### src/hdl/ubsr_pkg.sv
/*
 * Shared constants and types of the upper special register bank: register
 * indices, field positions, reset values, the table of plain storage
 * registers, the bus state encoding and the packed state records.
 * Assumes a SystemVerilog-2012 tool; nothing here holds logic.
 */
package ubsr_pkg;

	// Bus geometry: each register index is one aligned 32-bit word
	localparam int AXI_AW = 12;
	localparam int AXI_DW = 32;
	localparam int IDX_W  = 8;
	localparam int REG_W  = 8;
	localparam int PC_W   = 13;
	localparam int LAT_W  = 5;
	localparam int DM_AW  = 9;
	localparam logic [1:0] AXI_RESP_OKAY = 2'h0;
	localparam logic [1:0] WORD_ALIGN    = 2'h0;

	// Register indices (byte address is four times the index)
	localparam logic [7:0] IDX_INDIRECT_ACCESS_PORT = 8'h80;
	localparam logic [7:0] IDX_COUNTER_LOW_BYTE     = 8'h82;
	localparam logic [7:0] IDX_CORE_FLAGS           = 8'h83;
	localparam logic [7:0] IDX_INDIRECT_POINTER     = 8'h84;
	localparam logic [7:0] IDX_PORT_E_DIR_SLAVE     = 8'h89;
	localparam logic [7:0] IDX_COUNTER_UPPER_LATCH  = 8'h8A;
	localparam logic [7:0] IDX_INTERRUPT_CONTROL    = 8'h8B;
	localparam logic [7:0] IDX_POWER_RESET_CAUSE    = 8'h8E;
	localparam logic [7:0] IDX_SYNC_SERIAL_STATE    = 8'h94;
	localparam logic [7:0] IDX_ASYNC_TX_CONTROL     = 8'h98;
	localparam logic [7:0] IDX_BANK_FIRST           = 8'h80;
	localparam logic [7:0] IDX_BANK_LAST            = 8'h9F;
	localparam int         BANK_SEL_BIT             = 7;

	// Core flag fields
	localparam int FLG_INDIRECT_BANK_SELECT = 7;
	localparam int FLG_TIMEOUT              = 4;
	localparam int FLG_POWERDOWN            = 3;
	localparam logic [7:0] FLG_WMASK        = 8'hE7;
	localparam logic [7:0] FLG_POWER_RST    = 8'h18;
	localparam logic [7:0] FLG_KEEP_WARM    = 8'h07;

	// Interrupt control: lowest bit survives a warm reset
	localparam logic [7:0] INTC_KEEP_WARM = 8'h01;

	// Fifth port direction and slave port status
	localparam int SLV_FLAGS_LSB = 6;
	localparam int SLV_OVERFLOW  = 5;
	localparam logic [7:0] PE_WMASK  = 8'h37;
	localparam logic [7:0] PE_RST    = 8'h07;

	// Async transmit control
	localparam int TX_SHIFT_IDLE = 1;
	localparam logic [7:0] TX_WMASK = 8'hF5;
	localparam logic [7:0] TX_RST   = 8'h02;

	// Power reset cause bit positions
	localparam int PWR_POWERON  = 1;
	localparam int PWR_BROWNOUT = 0;

	// Plain storage registers: same value on every kind of reset
	localparam int NUM_PLAIN    = 11;
	localparam int PLAIN_PORT_D = 4;
	localparam logic [NUM_PLAIN-1:0][7:0] PLAIN_IDX = {
		8'h9F, 8'h99, 8'h93, 8'h92, 8'h8D, 8'h8C,
		8'h88, 8'h87, 8'h86, 8'h85, 8'h81};
	localparam logic [NUM_PLAIN-1:0][7:0] PLAIN_RST = {
		8'h00, 8'h00, 8'h00, 8'hFF, 8'h00, 8'h00,
		8'hFF, 8'hFF, 8'hFF, 8'h3F, 8'hFF};
	localparam logic [NUM_PLAIN-1:0][7:0] PLAIN_MASK = {
		8'h07, 8'hFF, 8'hFF, 8'hFF, 8'h01, 8'hFF,
		8'hFF, 8'hFF, 8'hFF, 8'h3F, 8'hFF};

	// Bus sequencer states, one-hot
	typedef enum logic [6:0] {
		ST_IDLE  = 7'h01,
		ST_WACC  = 7'h02,
		ST_WRESP = 7'h04,
		ST_RACC  = 7'h08,
		ST_RMEM  = 7'h10,
		ST_RWAIT = 7'h20,
		ST_RRESP = 7'h40
	} ubsr_state_t;

	typedef struct packed {
		logic [7:0] val;
	} ubsr_cell_t;

	typedef struct packed {
		ubsr_state_t       state;
		logic              awready;
		logic              wready;
		logic              bvalid;
		logic              arready;
		logic              rvalid;
		logic [7:0]        rdata;
		logic [PC_W-1:0]   pc;
		logic [LAT_W-1:0]  upper_latch;
		logic [7:0]        core_flags;
		logic [7:0]        pointer;
		logic [7:0]        int_ctrl;
		logic              poweron_flag;
		logic              brownout_flag;
		logic [7:0]        port_e_dir;
		logic [7:0]        tx_ctrl;
		logic [5:0]        serial_state;
		logic [DM_AW-1:0]  dm_addr;
		logic              dm_we;
		logic              dm_re;
		logic [7:0]        dm_wdata;
	} ubsr_core_t;

endpackage : ubsr_pkg

### src/hdl/ubsr_plain_reg.sv
/*
 * One plain storage register of the bank: loads its reset value on a
 * power-up or warm reset, takes masked write data on a write strobe.
 * Assumes the strobe and the resets come from logic on the same clock.
 */
module ubsr_plain_reg
	import ubsr_pkg::*;
#(
	parameter logic [7:0] RST_VAL = 8'h00,
	parameter logic [7:0] MASK    = 8'hFF,
	parameter bit         ENABLE  = 1'b1
) (
	input  wire logic       clk_i,
	input  wire logic       ce_i,
	input  wire logic       power_rst_i,
	input  wire logic       warm_rst_i,
	input  wire logic       we_i,
	input  wire logic [7:0] wdata_i,
	output logic [7:0]      q_o
);

	ubsr_cell_t cell_ff;
	ubsr_cell_t nxt_cell;

	// Absent register stays zero, so reads of it return zero
	always_comb begin
		nxt_cell = cell_ff;
		if (power_rst_i || warm_rst_i) begin
			nxt_cell.val = RST_VAL & MASK;
		end else if (we_i) begin
			nxt_cell.val = wdata_i & MASK; // Unused bits dropped
		end
		if (!ENABLE) begin
			nxt_cell.val = 8'h00;
		end
	end

	// Frozen while the clock enable is low
	always_ff @(posedge clk_i) begin
		if (ce_i) begin
			cell_ff <= nxt_cell;
		end
	end

	assign q_o = cell_ff.val;

endmodule : ubsr_plain_reg

### src/hdl/ubsr_bank.sv
/*
 * Upper special register bank: AXI4-Lite slave holding the bank's
 * registers, the mirrored core registers, the program counter with its
 * upper latch, and the indirect path to data memory.
 * Assumes single-beat AXI4-Lite masters, a data memory answering one
 * cycle after its read strobe, and reset causes from same-clock logic.
 */
// The AXI4-Lite slave port was chosen for this implementation.
// Behaviour
// - Empty locations and unused bits read zero, ignore writes
// - Counter upper bits only loaded through latch
// - Core registers decoded alike in both banks
// - Warm resets and power resets load their values
// - Absent fourth/fifth port registers read zero
// - Brownout bit reads zero without brownout detection
module ubsr_bank
	import ubsr_pkg::*;
#(
	parameter bit HAS_FOURTH_FIFTH_PORTS = 1'b1,
	parameter bit HAS_BROWNOUT_DETECT    = 1'b1
) (
	input  wire logic                          CLOCK_I,
	input  wire logic                          SRST_I,
	input  wire logic                          CE_I,
	input  wire logic                          BROWNOUT_I,
	input  wire logic                          WARM_RST_I,
	input  wire logic                          WARM_WDT_I,
	input  wire logic                          PC_STEP_I,
	input  wire logic [1:0]                    SLAVE_FLAGS_I,
	input  wire logic                          SLAVE_OVF_I,
	input  wire logic [5:0]                    SSP_STATE_I,
	input  wire logic                          TX_IDLE_I,
	input  wire logic [ubsr_pkg::REG_W-1:0]    DMEM_RDATA_I,
	input  wire logic [ubsr_pkg::AXI_AW-1:0]   S_AXI_AWADDR_I,
	input  wire logic                          S_AXI_AWVALID_I,
	input  wire logic [ubsr_pkg::AXI_DW-1:0]   S_AXI_WDATA_I,
	input  wire logic [3:0]                    S_AXI_WSTRB_I,
	input  wire logic                          S_AXI_WVALID_I,
	input  wire logic                          S_AXI_BREADY_I,
	input  wire logic [ubsr_pkg::AXI_AW-1:0]   S_AXI_ARADDR_I,
	input  wire logic                          S_AXI_ARVALID_I,
	input  wire logic                          S_AXI_RREADY_I,
	output logic                               S_AXI_AWREADY_O,
	output logic                               S_AXI_WREADY_O,
	output logic                               S_AXI_BVALID_O,
	output logic [1:0]                         S_AXI_BRESP_O,
	output logic                               S_AXI_ARREADY_O,
	output logic                               S_AXI_RVALID_O,
	output logic [ubsr_pkg::AXI_DW-1:0]        S_AXI_RDATA_O,
	output logic [1:0]                         S_AXI_RRESP_O,
	output logic [ubsr_pkg::PC_W-1:0]          PC_O,
	output logic [ubsr_pkg::DM_AW-1:0]         DMEM_ADDR_O,
	output logic                               DMEM_WE_O,
	output logic                               DMEM_RE_O,
	output logic [ubsr_pkg::REG_W-1:0]         DMEM_WDATA_O
);

	import ubsr_pkg::*;

	ubsr_core_t                   core_ff;
	ubsr_core_t                   nxt_core;
	logic [NUM_PLAIN-1:0][7:0]    plain_q;
	logic [NUM_PLAIN-1:0]         plain_we;
	logic [8:0]                   wr_map;
	logic [8:0]                   rd_map;
	logic                         wr_hit;
	logic [7:0]                   wbyte;

	// Address to bank index; top bit of result marks a live location.
	// Bank-zero copies of the core registers fold onto the same index.
	function automatic logic [8:0] map_idx(input logic [AXI_AW-1:0] a);
		logic [7:0] raw;
		logic [7:0] fold;
		raw  = a[IDX_W+1:2];
		fold = raw | IDX_BANK_FIRST;
		map_idx = {1'b0, raw};
		if (a[AXI_AW-1:IDX_W+2] == '0) begin
			if (raw >= IDX_BANK_FIRST && raw <= IDX_BANK_LAST) begin
				map_idx = {1'b1, raw};
			end else if (!raw[BANK_SEL_BIT] &&
			    (fold == IDX_INDIRECT_ACCESS_PORT ||
			     fold == IDX_COUNTER_LOW_BYTE ||
			     fold == IDX_CORE_FLAGS ||
			     fold == IDX_INDIRECT_POINTER ||
			     fold == IDX_COUNTER_UPPER_LATCH ||
			     fold == IDX_INTERRUPT_CONTROL)) begin
				map_idx = {1'b1, fold};
			end
		end
	endfunction : map_idx

	// Read value of a live index; anything not listed reads zero
	function automatic logic [7:0] read_value(
		input logic [7:0]                idx,
		input ubsr_core_t                c,
		input logic [NUM_PLAIN-1:0][7:0] pq
	);
		read_value = 8'h00;
		for (int i = 0; i < NUM_PLAIN; i++) begin
			if (idx == PLAIN_IDX[i]) begin
				read_value = pq[i];
			end
		end
		case (idx)
			IDX_COUNTER_LOW_BYTE:    read_value = c.pc[7:0];
			IDX_CORE_FLAGS:          read_value = c.core_flags;
			IDX_INDIRECT_POINTER:    read_value = c.pointer;
			IDX_COUNTER_UPPER_LATCH: read_value = {3'h0, c.upper_latch};
			IDX_INTERRUPT_CONTROL:   read_value = c.int_ctrl;
			IDX_POWER_RESET_CAUSE: begin
				read_value = 8'h00;
				read_value[PWR_POWERON] = c.poweron_flag;
				read_value[PWR_BROWNOUT] = c.brownout_flag &
				    HAS_BROWNOUT_DETECT;
			end
			IDX_PORT_E_DIR_SLAVE: begin
				read_value = HAS_FOURTH_FIFTH_PORTS ?
				    c.port_e_dir : 8'h00;
			end
			IDX_SYNC_SERIAL_STATE:   read_value = {2'h0, c.serial_state};
			IDX_ASYNC_TX_CONTROL:    read_value = c.tx_ctrl;
			default: begin
			end
		endcase
	endfunction : read_value

	// Write strobe shared by the core registers and the plain cells
	always_comb begin
		wr_map = map_idx(S_AXI_AWADDR_I);
		rd_map = map_idx(S_AXI_ARADDR_I);
		wbyte  = S_AXI_WDATA_I[7:0];
		wr_hit = (core_ff.state == ST_WACC) && S_AXI_AWVALID_I &&
		    S_AXI_WVALID_I && S_AXI_WSTRB_I[0] && wr_map[8];
		for (int i = 0; i < NUM_PLAIN; i++) begin
			plain_we[i] = wr_hit && (wr_map[7:0] == PLAIN_IDX[i]);
		end
	end

	// Plain storage cells; the fourth port's cell is absent on small parts
	for (genvar gi = 0; gi < NUM_PLAIN; gi++) begin : g_plain
		ubsr_plain_reg #(
			.RST_VAL (PLAIN_RST[gi]),
			.MASK    (PLAIN_MASK[gi]),
			.ENABLE  ((gi == PLAIN_PORT_D) ?
			          HAS_FOURTH_FIFTH_PORTS : 1'b1)
		) u_cell (
			.clk_i       (CLOCK_I),
			.ce_i        (CE_I),
			.power_rst_i (SRST_I),
			.warm_rst_i  (WARM_RST_I),
			.we_i        (plain_we[gi]),
			.wdata_i     (wbyte),
			.q_o         (plain_q[gi])
		);
	end

	// Next state: bus sequencer, core register updates, resets last
	always_comb begin
		nxt_core = core_ff;
		nxt_core.dm_we = 1'b0;
		nxt_core.dm_re = 1'b0;
		nxt_core.serial_state = SSP_STATE_I;
		// Counter advance; a write to the low byte below overrides it
		if (PC_STEP_I) begin
			nxt_core.pc = PC_W'(core_ff.pc + 13'h0001);
		end
		case (core_ff.state)
			ST_IDLE: begin
				// Writes first; one transfer at a time keeps order simple
				if (S_AXI_AWVALID_I && S_AXI_WVALID_I) begin
					nxt_core.awready = 1'b1;
					nxt_core.wready = 1'b1;
					nxt_core.state = ST_WACC;
				end else if (S_AXI_ARVALID_I) begin
					nxt_core.arready = 1'b1;
					nxt_core.state = ST_RACC;
				end
			end
			ST_WACC: begin
				nxt_core.awready = 1'b0;
				nxt_core.wready = 1'b0;
				nxt_core.bvalid = 1'b1;
				nxt_core.state = ST_WRESP;
				if (wr_hit) begin
					case (wr_map[7:0])
						IDX_INDIRECT_ACCESS_PORT: begin
							nxt_core.dm_addr = {core_ff.core_flags[
							    FLG_INDIRECT_BANK_SELECT],
							    core_ff.pointer};
							nxt_core.dm_wdata = wbyte;
							nxt_core.dm_we = 1'b1;
						end
						IDX_COUNTER_LOW_BYTE: begin
							nxt_core.pc = {core_ff.upper_latch,
							    wbyte};
						end
						IDX_CORE_FLAGS: begin
							nxt_core.core_flags = (wbyte & FLG_WMASK) |
							    (core_ff.core_flags & ~FLG_WMASK);
						end
						IDX_INDIRECT_POINTER: nxt_core.pointer = wbyte;
						IDX_COUNTER_UPPER_LATCH: begin
							nxt_core.upper_latch = wbyte[LAT_W-1:0];
						end
						IDX_INTERRUPT_CONTROL: nxt_core.int_ctrl = wbyte;
						IDX_POWER_RESET_CAUSE: begin
							nxt_core.poweron_flag = wbyte[PWR_POWERON];
							nxt_core.brownout_flag = wbyte[PWR_BROWNOUT];
						end
						IDX_PORT_E_DIR_SLAVE: begin
							nxt_core.port_e_dir = (wbyte & PE_WMASK) |
							    (core_ff.port_e_dir & ~PE_WMASK);
						end
						IDX_ASYNC_TX_CONTROL: begin
							nxt_core.tx_ctrl = (wbyte & TX_WMASK) |
							    (core_ff.tx_ctrl & ~TX_WMASK);
						end
						default: begin
						end
					endcase
				end
			end
			ST_WRESP: begin
				if (S_AXI_BREADY_I) begin
					nxt_core.bvalid = 1'b0;
					nxt_core.state = ST_IDLE;
				end
			end
			ST_RACC: begin
				nxt_core.arready = 1'b0;
				if (rd_map[8] &&
				    rd_map[7:0] == IDX_INDIRECT_ACCESS_PORT) begin
					// Location stores nothing: fetch from memory
					nxt_core.dm_addr = {core_ff.core_flags[
					    FLG_INDIRECT_BANK_SELECT], core_ff.pointer};
					nxt_core.dm_re = 1'b1;
					nxt_core.state = ST_RMEM;
				end else begin
					nxt_core.rdata = rd_map[8] ?
					    read_value(rd_map[7:0], core_ff, plain_q) :
					    8'h00;
					nxt_core.rvalid = 1'b1;
					nxt_core.state = ST_RRESP;
				end
			end
			ST_RMEM: nxt_core.state = ST_RWAIT;
			ST_RWAIT: begin
				nxt_core.rdata = DMEM_RDATA_I;
				nxt_core.rvalid = 1'b1;
				nxt_core.state = ST_RRESP;
			end
			ST_RRESP: begin
				if (S_AXI_RREADY_I) begin
					nxt_core.rvalid = 1'b0;
					nxt_core.state = ST_IDLE;
				end
			end
			default: begin
				nxt_core.state = ST_IDLE;
			end
		endcase
		// Live status bits follow their sources after any write
		nxt_core.port_e_dir[SLV_FLAGS_LSB+1:SLV_FLAGS_LSB] = SLAVE_FLAGS_I;
		nxt_core.tx_ctrl[TX_SHIFT_IDLE] = TX_IDLE_I;
		// Overflow set beats a same-cycle software clear
		if (SLAVE_OVF_I) begin
			nxt_core.port_e_dir[SLV_OVERFLOW] = 1'b1;
		end
		// Pin or watchdog reset: bus transfer in flight is not disturbed
		if (WARM_RST_I) begin
			nxt_core.pc = '0;
			nxt_core.upper_latch = '0;
			nxt_core.core_flags = core_ff.core_flags & FLG_KEEP_WARM;
			nxt_core.core_flags[FLG_TIMEOUT] = !WARM_WDT_I;
			nxt_core.core_flags[FLG_POWERDOWN] = 1'b1;
			nxt_core.int_ctrl = core_ff.int_ctrl & INTC_KEEP_WARM;
			nxt_core.port_e_dir = PE_RST;
			nxt_core.tx_ctrl = TX_RST;
		end
		// Power-on or brownout: everything to power-up values
		if (SRST_I) begin
			nxt_core = '0;
			nxt_core.state = ST_IDLE;
			nxt_core.core_flags = FLG_POWER_RST;
			nxt_core.port_e_dir = PE_RST;
			nxt_core.tx_ctrl = TX_RST;
			nxt_core.poweron_flag = BROWNOUT_I;
			nxt_core.brownout_flag = !BROWNOUT_I;
		end
	end

	// Single state register; frozen while the clock enable is low
	always_ff @(posedge CLOCK_I) begin
		if (CE_I) begin
			core_ff <= nxt_core;
		end
	end

	// Outputs straight from the state register
	assign S_AXI_AWREADY_O = core_ff.awready;
	assign S_AXI_WREADY_O  = core_ff.wready;
	assign S_AXI_BVALID_O  = core_ff.bvalid;
	assign S_AXI_BRESP_O   = AXI_RESP_OKAY;
	assign S_AXI_ARREADY_O = core_ff.arready;
	assign S_AXI_RVALID_O  = core_ff.rvalid;
	assign S_AXI_RDATA_O   = {{(AXI_DW-REG_W){1'b0}}, core_ff.rdata};
	assign S_AXI_RRESP_O   = AXI_RESP_OKAY;
	assign PC_O            = core_ff.pc;
	assign DMEM_ADDR_O     = core_ff.dm_addr;
	assign DMEM_WE_O       = core_ff.dm_we;
	assign DMEM_RE_O       = core_ff.dm_re;
	assign DMEM_WDATA_O    = core_ff.dm_wdata;

endmodule : ubsr_bank

### config.mk
export PLATFORM = sky130hd
export DESIGN_NAME = ubsr_bank
export DESIGN_NICKNAME = d
export VERILOG_FILES = /design/src/hdl/ubsr_pkg.sv /design/src/hdl/ubsr_plain_reg.sv /design/src/hdl/ubsr_bank.sv
export SDC_FILE = /design/constraint.sdc
export NUM_CORES = 1
export LEC_CHECK = 0
export BUFFER_PORTS_ARGS = -buffer_cell sky130_fd_sc_hd__buf_2
export CORE_MARGIN = 1.5
export CORE_UTILIZATION = 31
export CTS_CLUSTER_SIZE = 40
export DETAILED_ROUTE_END_ITERATION = 10
export MAX_ROUTING_LAYER = met4
export PLACE_DENSITY = 0.6
export SLEW_MARGIN = 20
export SYNTH_ARGS = -nofsm -noshare
export SYNTH_HDL_FRONTEND = slang
export SYNTH_SLANG_ARGS = --single-unit
### constraint.sdc
create_clock -name CLOCK_I -period 5.25 [get_ports CLOCK_I]
set_input_delay 0.525 -clock CLOCK_I [delete_from_list [all_inputs] [get_ports CLOCK_I]]
set_output_delay 0.525 -clock CLOCK_I [all_outputs]
set_load 0.03 [all_outputs]
Yosys cells after proc, flatten, opt, wreduce, memory -nomap -nowiden
Index checks and enable logic that the tools add are counted.
Storage, ports and cells
  flip-flop bits (word level): 179
  input port bits: 90
  logic and storage cells: 297
Cells by class
  add/subtract/negate cells: 1
  order comparisons: 4
  equality and inequality tests: 69
  muxes and demuxes: 73
  bitwise gates (word level): 6
  reductions and logical operators: 106
Operator list (number)
  equality test 8 bit, second input constant: 41
  2-to-1 mux 8 bit: 28
  2-to-1 mux 60 bit: 2
  2-to-1 mux 9 bit: 8
  one-hot mux 8 bit (9 select lines): 1
  one-hot mux 7 bit (7 select lines): 1
  AND reduction 4 bit: 12
  2-to-1 mux 43 bit: 1
  nonzero test 2 bit: 18
  nonzero test 3 bit: 12
  equality test 7 x 2 -> 1 bit, second input constant: 5
  equality test 7 x 4 -> 1 bit, second input constant: 5
  2-to-1 mux 7 bit: 5
  2-to-1 mux 13 bit: 2
  inequality test 3 bit, second input constant: 8
  AND reduction 2 bit: 11
  equality test 7 x 3 -> 1 bit, second input constant: 3
  logical AND 1 bit: 21
  2-to-1 mux 10 bit: 2
  one-hot mux 9 bit (2 select lines): 1
  >= comparator 8 bit, second input constant: 2
  less-or-equal comparator 8 bit, second input constant: 2
  2-to-1 mux 16 bit: 1
  one-hot mux 8 bit (2 select lines): 1
  29 further kinds: 66

Longest topological paths before layout
Gate-level depths: netlist (run 1).
  depth after elaboration: 26
  depth in mapped cells: 10
  depth with buffers taken out: 8

Cells and area by module
A second synthesis (run 1) with hierarchy kept.
Unflattened totals
  cell total of the unflattened synthesis: 931
  area total of the unflattened synthesis: 10316.1 µm²
By module, submodules not included
  ubsr_bank: times used 1, cells each 749, area an instance 7319.5 µm², sequential area each 3123.0 µm²
  ubsr_plain_reg at g_plain[0].u_cell ...: times used 5, cells each 17, area an instance 300.3 µm², sequential area each 240.2 µm²
  ubsr_plain_reg at g_plain[5].u_cell ...: times used 3, cells each 19, area an instance 327.8 µm², sequential area each 240.2 µm²
  ubsr_plain_reg at g_plain[1].u_cell: times used 1, cells each 16, area an instance 246.5 µm², sequential area each 180.2 µm²
  ubsr_plain_reg at g_plain[10].u_cell: times used 1, cells each 13, area an instance 162.7 µm², sequential area each 90.1 µm²
  ubsr_plain_reg at g_plain[6].u_cell: times used 1, cells each 11, area an instance 102.6 µm², sequential area each 30.0 µm²

Worst setup path before layout (run 1)
Ideal clock, no wire load.
  path type: input to register
  start point: input S_AXI_AWADDR_I[2] (netlist bit)
  end point: register g_plain[2].u_cell.cell_ff (netlist bit g_plain[2].u_cell.q_o[0]), enable pin
  setup time: 0.384 ns
  data arrival time: 2.543 ns
  required time: 4.866 ns
  setup slack: 2.323 ns
  stages: 8
  cells stage by stage: or3_1 a211o_1 mux2i_1 and4_1 buf_4 and2_1 nand2_1 o21ai_0
On the way
  longest elaborated chain between the ends: 14
  elaborated cells on any way between the ends: 23
RTL lines
  start, declared: RTL line ubsr_bank.sv:34  | input wire logic [ubsr_pkg::AXI_AW-1:0] S_AXI_AWADDR_I,
  equality test 7 x 2 -> 1 bit or zero test 7 bit (tied branches): RTL line ubsr_bank.sv:82, ubsr_bank.sv:81
  logical OR 1 bit: RTL line ubsr_bank.sv:81  | (fold == IDX_INDIRECT_ACCESS_PORT ||
  logical OR 1 bit: RTL line ubsr_bank.sv:82  | fold == IDX_COUNTER_LOW_BYTE ||
  logical OR 1 bit: RTL line ubsr_bank.sv:83  | fold == IDX_CORE_FLAGS ||
  logical OR 1 bit: RTL line ubsr_bank.sv:84  | fold == IDX_INDIRECT_POINTER ||
  logical OR 1 bit: RTL line ubsr_bank.sv:85  | fold == IDX_COUNTER_UPPER_LATCH ||
  logical AND 1 bit: RTL line ubsr_bank.sv:80  | end else if (!raw[BANK_SEL_BIT] &&
  2-to-1 mux 9 bit: RTL line ubsr_bank.sv:80
  2-to-1 mux 9 bit: RTL line ubsr_bank.sv:78  | if (raw >= IDX_BANK_FIRST && raw <= IDX_BANK_LAST) begin
  2-to-1 mux 9 bit (*): RTL line ubsr_bank.sv:77  | if (a[AXI_AW-1:IDX_W+2] == '0) begin
  equality test 8 bit or logical AND 1 bit (tied branches): RTL line ubsr_bank.sv:135, ubsr_bank.sv:133
  logical AND 1 bit (*): RTL line ubsr_bank.sv:135  | plain_we[i] = wr_hit && (wr_map[7:0] == PLAIN_IDX[i]);
  nonzero test 2 bit (no source line) (*)
  AND reduction 2 bit (no source line) (*)
  end signal, assigned: RTL line ubsr_plain_reg.sv:41  | cell_ff <= nxt_cell;
  end, declared: RTL line ubsr_plain_reg.sv:22  | ubsr_cell_t cell_ff;
Mark *: on every way between the ends. The rest lies on a longest branch, timed or not.
A chain may end at the register's enable or synchronous reset.

Final worst setup path (run 1)
  start point: register core_ff[100] (netlist bit)
  end point: register g_plain[9].u_cell.cell_ff (netlist bit g_plain[9].u_cell.q_o[4]), enable pin
On the way
  longest elaborated chain between the ends: 8
RTL lines
  start, declared: RTL line ubsr_bank.sv:60  | ubsr_core_t core_ff;
  start signal, assigned: RTL line ubsr_bank.sv:295  | core_ff <= nxt_core;
  equality test 7 x 2 -> 1 bit: RTL line ubsr_bank.sv:132  | wr_hit = (core_ff.state == ST_WACC) && S_AXI_AWVALID_I &&
  logical AND 1 bit (2 in series): RTL line ubsr_bank.sv:132
  logical AND 1 bit (2 in series): RTL line ubsr_bank.sv:133  | S_AXI_WVALID_I && S_AXI_WSTRB_I[0] && wr_map[8];
  logical AND 1 bit: RTL line ubsr_bank.sv:135
  nonzero test 2 bit (no source line)
  AND reduction 2 bit (no source line)
  end signal, assigned: RTL line ubsr_plain_reg.sv:41
  end, declared: RTL line ubsr_plain_reg.sv:22
No other way between the ends.

==> results of run 1 <==
[cell families after synthesis]
| logic type | Yosys count |
|---|---|
| and+or+nand+nor | 301 |
| DFF | 178 |
| AOI/OAI and AO/OA | 177 |
| buffers and inverters | 126 |
| muxes | 14 |
| xor gates and xnor gates | 12 |
| adders and majority gates | 1 |
| other | 1 |
[stage by stage]
step | cell area, µm² | utilization (%) | worst slack (ps) | power (mW) | hold slack, ps
floorplan | 9370 | - | 2320 | 1.92 | 518
global placement | 9760 | 33.0 | 1670 | 2.01 | 542
detailed placement | 9760 | 33.0 | 1610 | 2.01 | 539
finish | 10400 | 35.0 | 1790 | 3.26 | 341
CTS | 10300 | 35.0 | 1840 | 3.27 | 335
global route | 10400 | 35.0 | 1560 | 3.36 | 338
[per-layer routing]
layer | wire [µm] | up-vias | global-route usage, % | share of wire, %
met1 | 11600 | 3242 | 24.1 | 44
met3 | 2760 | 47 | 5.26 | 10
met4 | 535 | 0 | 5.06 | 2.0
met2 | 11600 | 400 | 25.6 | 44
li1 | - | 3069 | - | -
met5 | 0 | - | - | 0
[critical path, delay by kind of cell (launching register included)]
kind            cells  cell delay (ps)
compound gates      1              790
buf+inv             1              290
flops               1              530
simple gates        5             1450
[power by group]
part           switching (mW)  internal (mW)  total [mW]
combinational           0.213         0.0736       0.286
sequential             0.0418           1.66        1.70
clock                   0.568          0.707        1.27
total                   0.823           2.44        3.26
[registers in the layout, indices dropped and copies added (netlist names)]
name,cells
DMEM_ADDR_O,9
DMEM_RE_O,1
DMEM_WDATA_O,8
DMEM_WE_O,1
PC_O,13
S_AXI_ARREADY_O,1
S_AXI_AWREADY_O,1
S_AXI_BVALID_O,1
S_AXI_RDATA_O,8
S_AXI_RVALID_O,1
core_ff,60
g_plain.u_cell.q_o,74
[final timing paths]
path	slack, ps	to
worst max register to register	1790	g_plain[9].u_cell.q_o[4]
worst min-delay path	340	core_ff[26]
worst max-delay path	1790	g_plain[9].u_cell.q_o[4]
worst min register to register	550	core_ff[62]
[placed cells by master, fill, tap and decap left out, types with 8 or more instances in the layout]
cell / count
mux2i_1: 14
a221oi_1: 13
nand2b_1: 11
clkbuf_16: 17
and2_1: 26
a21oi_1: 48
buf_2: 103
inv_1: 20
a211oi_1: 10
nor2b_1: 18
nor3_1: 18
or3_1: 15
nand3_1: 25
nand4_1: 9
o21ai_0: 32
a22oi_1: 13
edfxtp_1: 178
buf_4: 10
nor2_1: 60
a211oi_2: 8
and3_1: 19
nand2_1: 57
xnor2_1: 8
conb_1: 28
[cell type report]
type                            count  share of cell area [%]
Tap cell                          390                    4.71
Inverter                           20                   0.725
Clock buffer                       18                    4.14
Multi-Input combinational cell    533                    31.6
Antenna cell                        1                  0.0242
Sequential cell                   178                    51.6
Timing Repair Buffer              114                    5.75
Clock inverter                     13                    1.50
==> results.toml, run 1 <==
[finish]
final_cell_count_no_fill = 1267
n_fill_cell = 2947
area_growth_pct = 11.8
final_nets = 955
multi_input_area_um2 = 3270
drive_gt1_share_pct = 20.2
seqCellArea_um2 = 5350

[sta]
hold_viol = 0
rsz0062_at_grt = "false"
setup_violations = 0
period_minus_slack_ps = 3460
worstMarginPinSlew_ps = 1070
maxSlewViolCount = 0
slew_headroom_pct = 27.6
finalSetupTns_ps = 0
fmax_ghz = 0.289
fin_crit_sh_pct = 65.9
finClkSkew_ps = 15.7

[worst_hold_path]
min_path_type = "in -> reg"
worstHoldPathCells = 2
hp-start = "TX_IDLE_I"

[place]
dp_hpwl_um = 19700
placed_cells = 1234
io_buffers = 103
place.gp.congestion = 0.904

[worst_setup_path]
r2r_start = "core_ff[100]"
critical_path_required_ps = 5310
start_kind = "flop"
slowest_delay_ps = 790
critPathSlowestCell = "a21oi_1"
path_cells = "nor4_1 -> and3_1 -> and4_1 -> buf_4 -> and2_2 -> nand3_1 -> a21oi_1"
arrival_ps = 3520
reg2reg_depth = 7
critPathKind = "reg -> reg"
cp-end-kind = "flop"
critPathMaxFanout = 23
crit_start = "core_ff[100]"

[drt]
routed_wl_um = 26500
wl_per_cell_um = 20.9
vias = 6758
drc = 0
avgViaCountPerCell = 5.33
first_iter_violations = 838
final_antenna_net_count = 0
first_pass_iters = 6

[clock_network]
cts_tree = "done"
cts_hold_buffers = 0
cts-root-buf = "clkbuf_16"
post_cts_buffers = 0
clockBufferDepth = 2
clk_pin_slew_ps = 70
clock_latency_ps = 440
cts_resized = 0
clock_sinks = 178
h-tree-depth = 4
cts_buffers = 17

[synthesis]
synthFlopType = "edfxtp_1"
synth-compound-area-share_pct = 13.3
syn_area_um2 = 9270
synthXorXnorAreaFrac_pct = 1.13
ys_seq_area_share_pct = 57.7
ys_types = 72
async_reset_ff_share_pct = 0
synth_top_family_by_area = "simple AND/OR/NAND/NOR gates"
synth_edf_count = 178
synth.most_common_cell = "edfxtp_1"
synthAdderAreaFrac_pct = 0.135
synth_top_area_share_pct = 57.7
synthMuxAreaShare_pct = 1.51
synth_area_per_cell_um2 = 11.4
ys_warn_count = 0
synth_area_leaders = "edfxtp_1 (58%), buf_4 (5.6%), a21oi_1 (2.6%)"
ys_seq_elements = 178
yosys-top-cells-count = "edfxtp_1 (178), buf_4 (69), nor2_1 (61), nand2_1 (57), a21oi_1 (48)"
yosys.area_share.simple_pct = 18.0
syn_inst = 810
synth.largest_area_cell = "edfxtp_1"

[floorplanning]
core.rowCount = 63
dieArea_um2 = 30900
die_w_um = 176
die_h_um = 176
num_io_pins = 163
core_area_um2 = 29600
start_util_pct = 31.3

[pwr]
leakage_nw = 3.71
peakVddDrop_v = 0.000215
power_density_nw_per_um2 = 315

[global_route]
track_usage_pct = 17.8
first_global_vias = 6234
grt_overflow = 0
grt_max_degree = 44
antenna_found_initial = 1
grt_pass1_wl_um = 39000

[run]
cap_violations = 0

[outcome]
status = "complete, no violations"
Note: power is estimated with default switching activity, not from simulation.
==> run 2, diff against run 1 <==
Settings changed: PLACE_DENSITY 0.6 to 0.62.
Clock period 5.25 ns to 3.1 ns, I/O delays scaled along.
==> results.toml, run 2 (synthesis gave the netlist of run 1 again) <==
[drt]
drc = 0
vias = 6928
avgViaCountPerCell = 5.25
first_pass_iters = 6
final_antenna_net_count = 0
wl_per_cell_um = 20.6
first_iter_violations = 691
routed_wl_um = 27200

[worst_setup_path]
critPathMaxFanout = 10
start_kind = "flop"
cp-end-kind = "flop"
critical_path_required_ps = 3250
rr_endpoint = "core_ff[63]"
r2r_start = "core_ff[100]"
arrival_ps = 2990
crit_start = "core_ff[100]"
reg2reg_slack_ps = 260
cp-endpoint = "core_ff[63]"
critPathKind = "reg -> reg"
reg2reg_depth = 7

[floorplanning]
num_io_pins = 163
die_w_um = 176
die_h_um = 176
start_util_pct = 31.3
core_area_um2 = 29600
dieArea_um2 = 30900
core.rowCount = 63

[clock_network]
clk_pin_slew_ps = 70
post_cts_buffers = 0
cts-root-buf = "clkbuf_16"
clock_sinks = 178
cts_buffers = 17
clockBufferDepth = 2
cts_hold_buffers = 0
h-tree-depth = 4
clock_latency_ps = 430
cts_resized = 0
cts_tree = "done"

[sta]
setup_ws_ps = 258
rsz0062_at_grt = "false"
slew_headroom_pct = 51.4
maxSlewViolCount = 0
fin_crit_sh_pct = 91.7
setup_violations = 0
fmax_ghz = 0.352
period_minus_slack_ps = 2840
worstMarginPinSlew_ps = 728
finalSetupTns_ps = 0
finClkSkew_ps = 9.24
hold_viol = 0

[place]
io_buffers = 103
place.gp.congestion = 0.929
place_area_um2 = 10200
dp_hpwl_um = 20400
dpl_worst_slack_ps = 239

[worst_hold_path]
min_path_type = "in -> reg"

[run]
cap_violations = 0

[pwr]
leakage_nw = 4.00
power_density_nw_per_um2 = 529
peakVddDrop_v = 0.000363

[outcome]
status = "complete, no violations"

[global_route]
antenna_found_initial = 1
track_usage_pct = 18.2
grt_max_degree = 33
first_global_vias = 6454
grt_pass1_wl_um = 40200
grt_overflow = 0

[finish]
drive_gt1_share_pct = 24.5
final_cell_mix = "edfxtp_1 (178), buf_2 (103), buf_4 (62)"
design_area_um2 = 10800
final_common_cell = "edfxtp_1"
largest_reg_flops = 74
area_growth_pct = 16.4
final_nets = 1006
## run 2: changes by cell type in the layout (fill, tap and decap cells not counted), sizes merged
cell / before / now
clkinvlp: 4 / 2
clkbuf: 19 / 17
inv: 23 / 26
bufinv: 2 / 3
buf: 113 / 165
## run 2: power by group
part | switching [mW] | internal (mW) | total, mW
Combinational | 0.376 | 0.153 | 0.529
Clock | 1.00 | 1.30 | 2.30
Sequential | 0.0648 | 2.80 | 2.87
## run 2: per-layer routing
layer  routed length, µm  global-route usage [%]  vias up  share of wire (%)
met5                   0                       -        -                  0
met4                 529                    5.20        0                1.9
li1                    -                       -     3180                  -
met1               12100                    25.3     3305                 44
met2               11700                    26.0      405                 43
met3                2870                    4.87       38                 11
## run 2: how the worst min path moves through the flow
stage                                 from  cells past startpoint     endpoint  slack, ps
final                     SLAVE_FLAGS_I[0]                      2  core_ff[39]        160
after global routing      SLAVE_FLAGS_I[0]                      2  core_ff[39]        150
after CTS                 SLAVE_FLAGS_I[0]                      2  core_ff[39]        150
after detailed placement       core_ff[62]                      2  core_ff[62]        540
after global placement         core_ff[62]                      2  core_ff[62]        540
after floorplan                       CE_I                      0    DMEM_RE_O        420
## run 2: worst max-delay path: stages, from the launching register on
cell,delay [ps]
edfxtp_1,530
nor4_1,470
and3_1,340
and4_1,410
and3_1,310
nand2_1,100
a21oi_1,200
buf_4,200
## run 2: through the flow
step	cells	util [%]	total power [mW]	hold slack, ps
after CTS	1318	36.5	5.71	148
after floorplan	837	-	3.26	422
after global routing	1319	36.5	5.87	146
after global placement	1286	34.3	3.44	536
final	1319	36.5	5.70	157
after detailed placement	1286	34.3	3.45	543
## run 2: cell type report
cell class / instances / area [µm²]
Fill cell: 2906 / 18800
Sequential cell: 178 / 5350
Multi-Input combinational cell: 533 / 3260
Timing Repair Buffer: 165 / 981
Tap cell: 390 / 488
Clock buffer: 17 / 425
Clock inverter: 15 / 200
Inverter: 20 / 75.1
Antenna cell: 1 / 2.50
==> run 3, diff against run 2 <==
Settings changed: CORE_ASPECT_RATIO from default to 0.9, GPL_TIMING_DRIVEN from default to 0, PLACE_DENSITY 0.62 to default.
==> results.toml, run 3 (synthesis gave the netlist of run 1 again) <==
[floorplanning]
num_io_pins = 163
core.rowCount = 59
dieArea_um2 = 30900
start_util_pct = 31.8
core_area_um2 = 29200
die_h_um = 167
die_w_um = 185

[pwr]
pwr-share-comb_pct = 10.3
power_density_nw_per_um2 = 516
p_clk_share_pct = 40.1
peakVddDrop_v = 0.000486
switchingPower_mw = 1.49
p_total_mw = 5.79
p_seq_share_pct = 49.6
internal_power_mw = 4.30
swShare_pct = 25.8
leakage_nw = 4.18

[worst_setup_path]
cp-end-kind = "flop"
cp_top_family = "simple AND/OR/NAND/NOR gates"
critical_path_required_ps = 3180
reg2reg_depth = 8
arrival_ps = 3030
path_buf_inv = 2
slowest_delay_ps = 530
start_kind = "flop"
rr_endpoint = "core_ff[61]"
path_cells = "buf_2 -> nor4_2 -> and3_1 -> and4_1 -> buf_4 -> and3_1 -> nand2_1 -> o21ai_0"
critPathKind = "reg -> reg"
critPathMaxFanout = 10
cp.depth = 8
reg2reg_slack_ps = 150
critPathMostFrequentCell = "and3_1"
r2r_start = "core_ff[100]"
critPathSlowestCell = "o21ai_0"

[finish]
n_fill_cell = 2849
design_area_um2 = 11200
final_nets = 1055
final_cell_mix = "edfxtp_1 (178), buf_2 (112), buf_4 (70)"
area_growth_pct = 21.1
largest_reg_flops = 74
final_common_cell = "edfxtp_1"
num_antenna_cells = 0
drive_gt1_share_pct = 27.8

[sta]
finClkSkew_ps = 11.6
holdWs_ps = 141
fmax_ghz = 0.339
worstMarginPinSlew_ps = 951
maxSlewViolCount = 0
rsz0062_at_grt = "false"
fin_crit_sh_pct = 95.1
slew_headroom_pct = 36.6
setup_violations = 0
hold_viol = 0
period_minus_slack_ps = 2950

[clock_network]
clockBufferDepth = 2
clk_pin_slew_ps = 70
clock_latency_ps = 450
clock_sinks = 178
cts-root-buf = "clkbuf_16"
cts_tree = "done"
cts_buffers = 17
h-tree-depth = 4

[place]
io_buffers = 102
place.gp.congestion = 0.940
place_area_um2 = 10400
dp_hpwl_um = 21500

[global_route]
grt_max_degree = 31
antenna_found_initial = 0
track_usage_pct = 19.0
first_global_vias = 6649
grt_overflow = 0
grt_pass1_wl_um = 41800

[drt]
routed_wl_um = 28600
first_pass_iters = 7
final_antenna_net_count = 0
vias = 7181
avgViaCountPerCell = 5.23
drc = 0
first_iter_violations = 863
wl_per_cell_um = 20.8

[worst_hold_path]
worstHoldPathCells = 2
min_path_type = "in -> reg"
hp-start = "SLAVE_FLAGS_I[1]"
min_to = "core_ff[40]"

[run]
cap_violations = 0

[outcome]
status = "complete, no violations"
run 3: changes by cell type in the layout (fill, tap and decap cells not counted), moves of 3 or more:
cell	before	now
clkbuf_1	0	23
a21oi_1	48	38
buf_2	103	112
buf_4	62	70
a21oi_2	1	6
a21oi_4	0	5
buf_12	0	4
inv_6	2	5
nor2_1	60	57
nor2_4	0	3
run 3: timing repair:
item,4_1_cts,5_1_grt
pin swaps,0,4
buffers inserted,0,4
gates resized for setup,17,10
setup endpoints to repair,99,107
gates cloned,0,0
hold buffers,0,0
hold endpoints to repair,0,0
run 3: layer usage:
| metal | vias to the layer above | routed length, µm | track usage (%) | part of all wire, % |
|---|---|---|---|---|
| met5 | - | 0 | - | 0 |
| met2 | 408 | 12200 | 26.2 | 43 |
| met4 | 0 | 477 | 5.41 | 1.7 |
| met1 | 3465 | 13300 | 27.8 | 47 |
| met3 | 38 | 2650 | 4.15 | 9.3 |
| li1 | 3270 | - | - | - |
run 3: power by group through the flow:
stage | Clock (mW) | Sequential, mW | Combinational (mW)
after floorplan | 0 | 2.90 | 0.358
final | 2.32 | 2.87 | 0.599
after global placement | 0 | 2.92 | 0.558
after detailed placement | 0 | 2.92 | 0.561
after CTS | 2.32 | 2.87 | 0.571
after global routing | 2.40 | 2.88 | 0.642
run 3: worst max-delay path by stage:
stage                       from                  endpoint
3_5_place_dp   S_AXI_ARADDR_I[3]            DMEM_ADDR_O[0]
4_1_cts        S_AXI_ARADDR_I[3]            DMEM_ADDR_O[2]
6_report            core_ff[100]               core_ff[61]
5_1_grt             core_ff[100]               core_ff[61]
2_1_floorplan  S_AXI_AWADDR_I[2]  g_plain[2].u_cell.q_o[0]
3_3_place_gp   S_AXI_ARADDR_I[3]            DMEM_ADDR_O[1]
run 3: final cells by class:
type                            count  area (µm²)  share of cell area [%]
Buffer                            106         684                    6.10
Timing Repair Buffer              108         603                    5.38
Sequential cell                   178        5350                    47.7
Clock inverter                     15         194                    1.73
Clock buffer                       17         425                    3.79
Tap cell                          396         495                    4.42
Multi-Input combinational cell    533        3390                    30.3
Inverter                           20        75.1                   0.669
run 3: stage by stage:
stage	util, %	TNS (ps)	setup WS (ps)	std cells
2_1_floorplan	-	0	388	837
3_3_place_gp	35.6	-29550	-700	1335
3_5_place_dp	35.6	-27380	-770	1336
4_1_cts	38.0	0	8.29	1368
5_1_grt	38.5	0	28.9	1373
6_report	38.5	0	153	1373
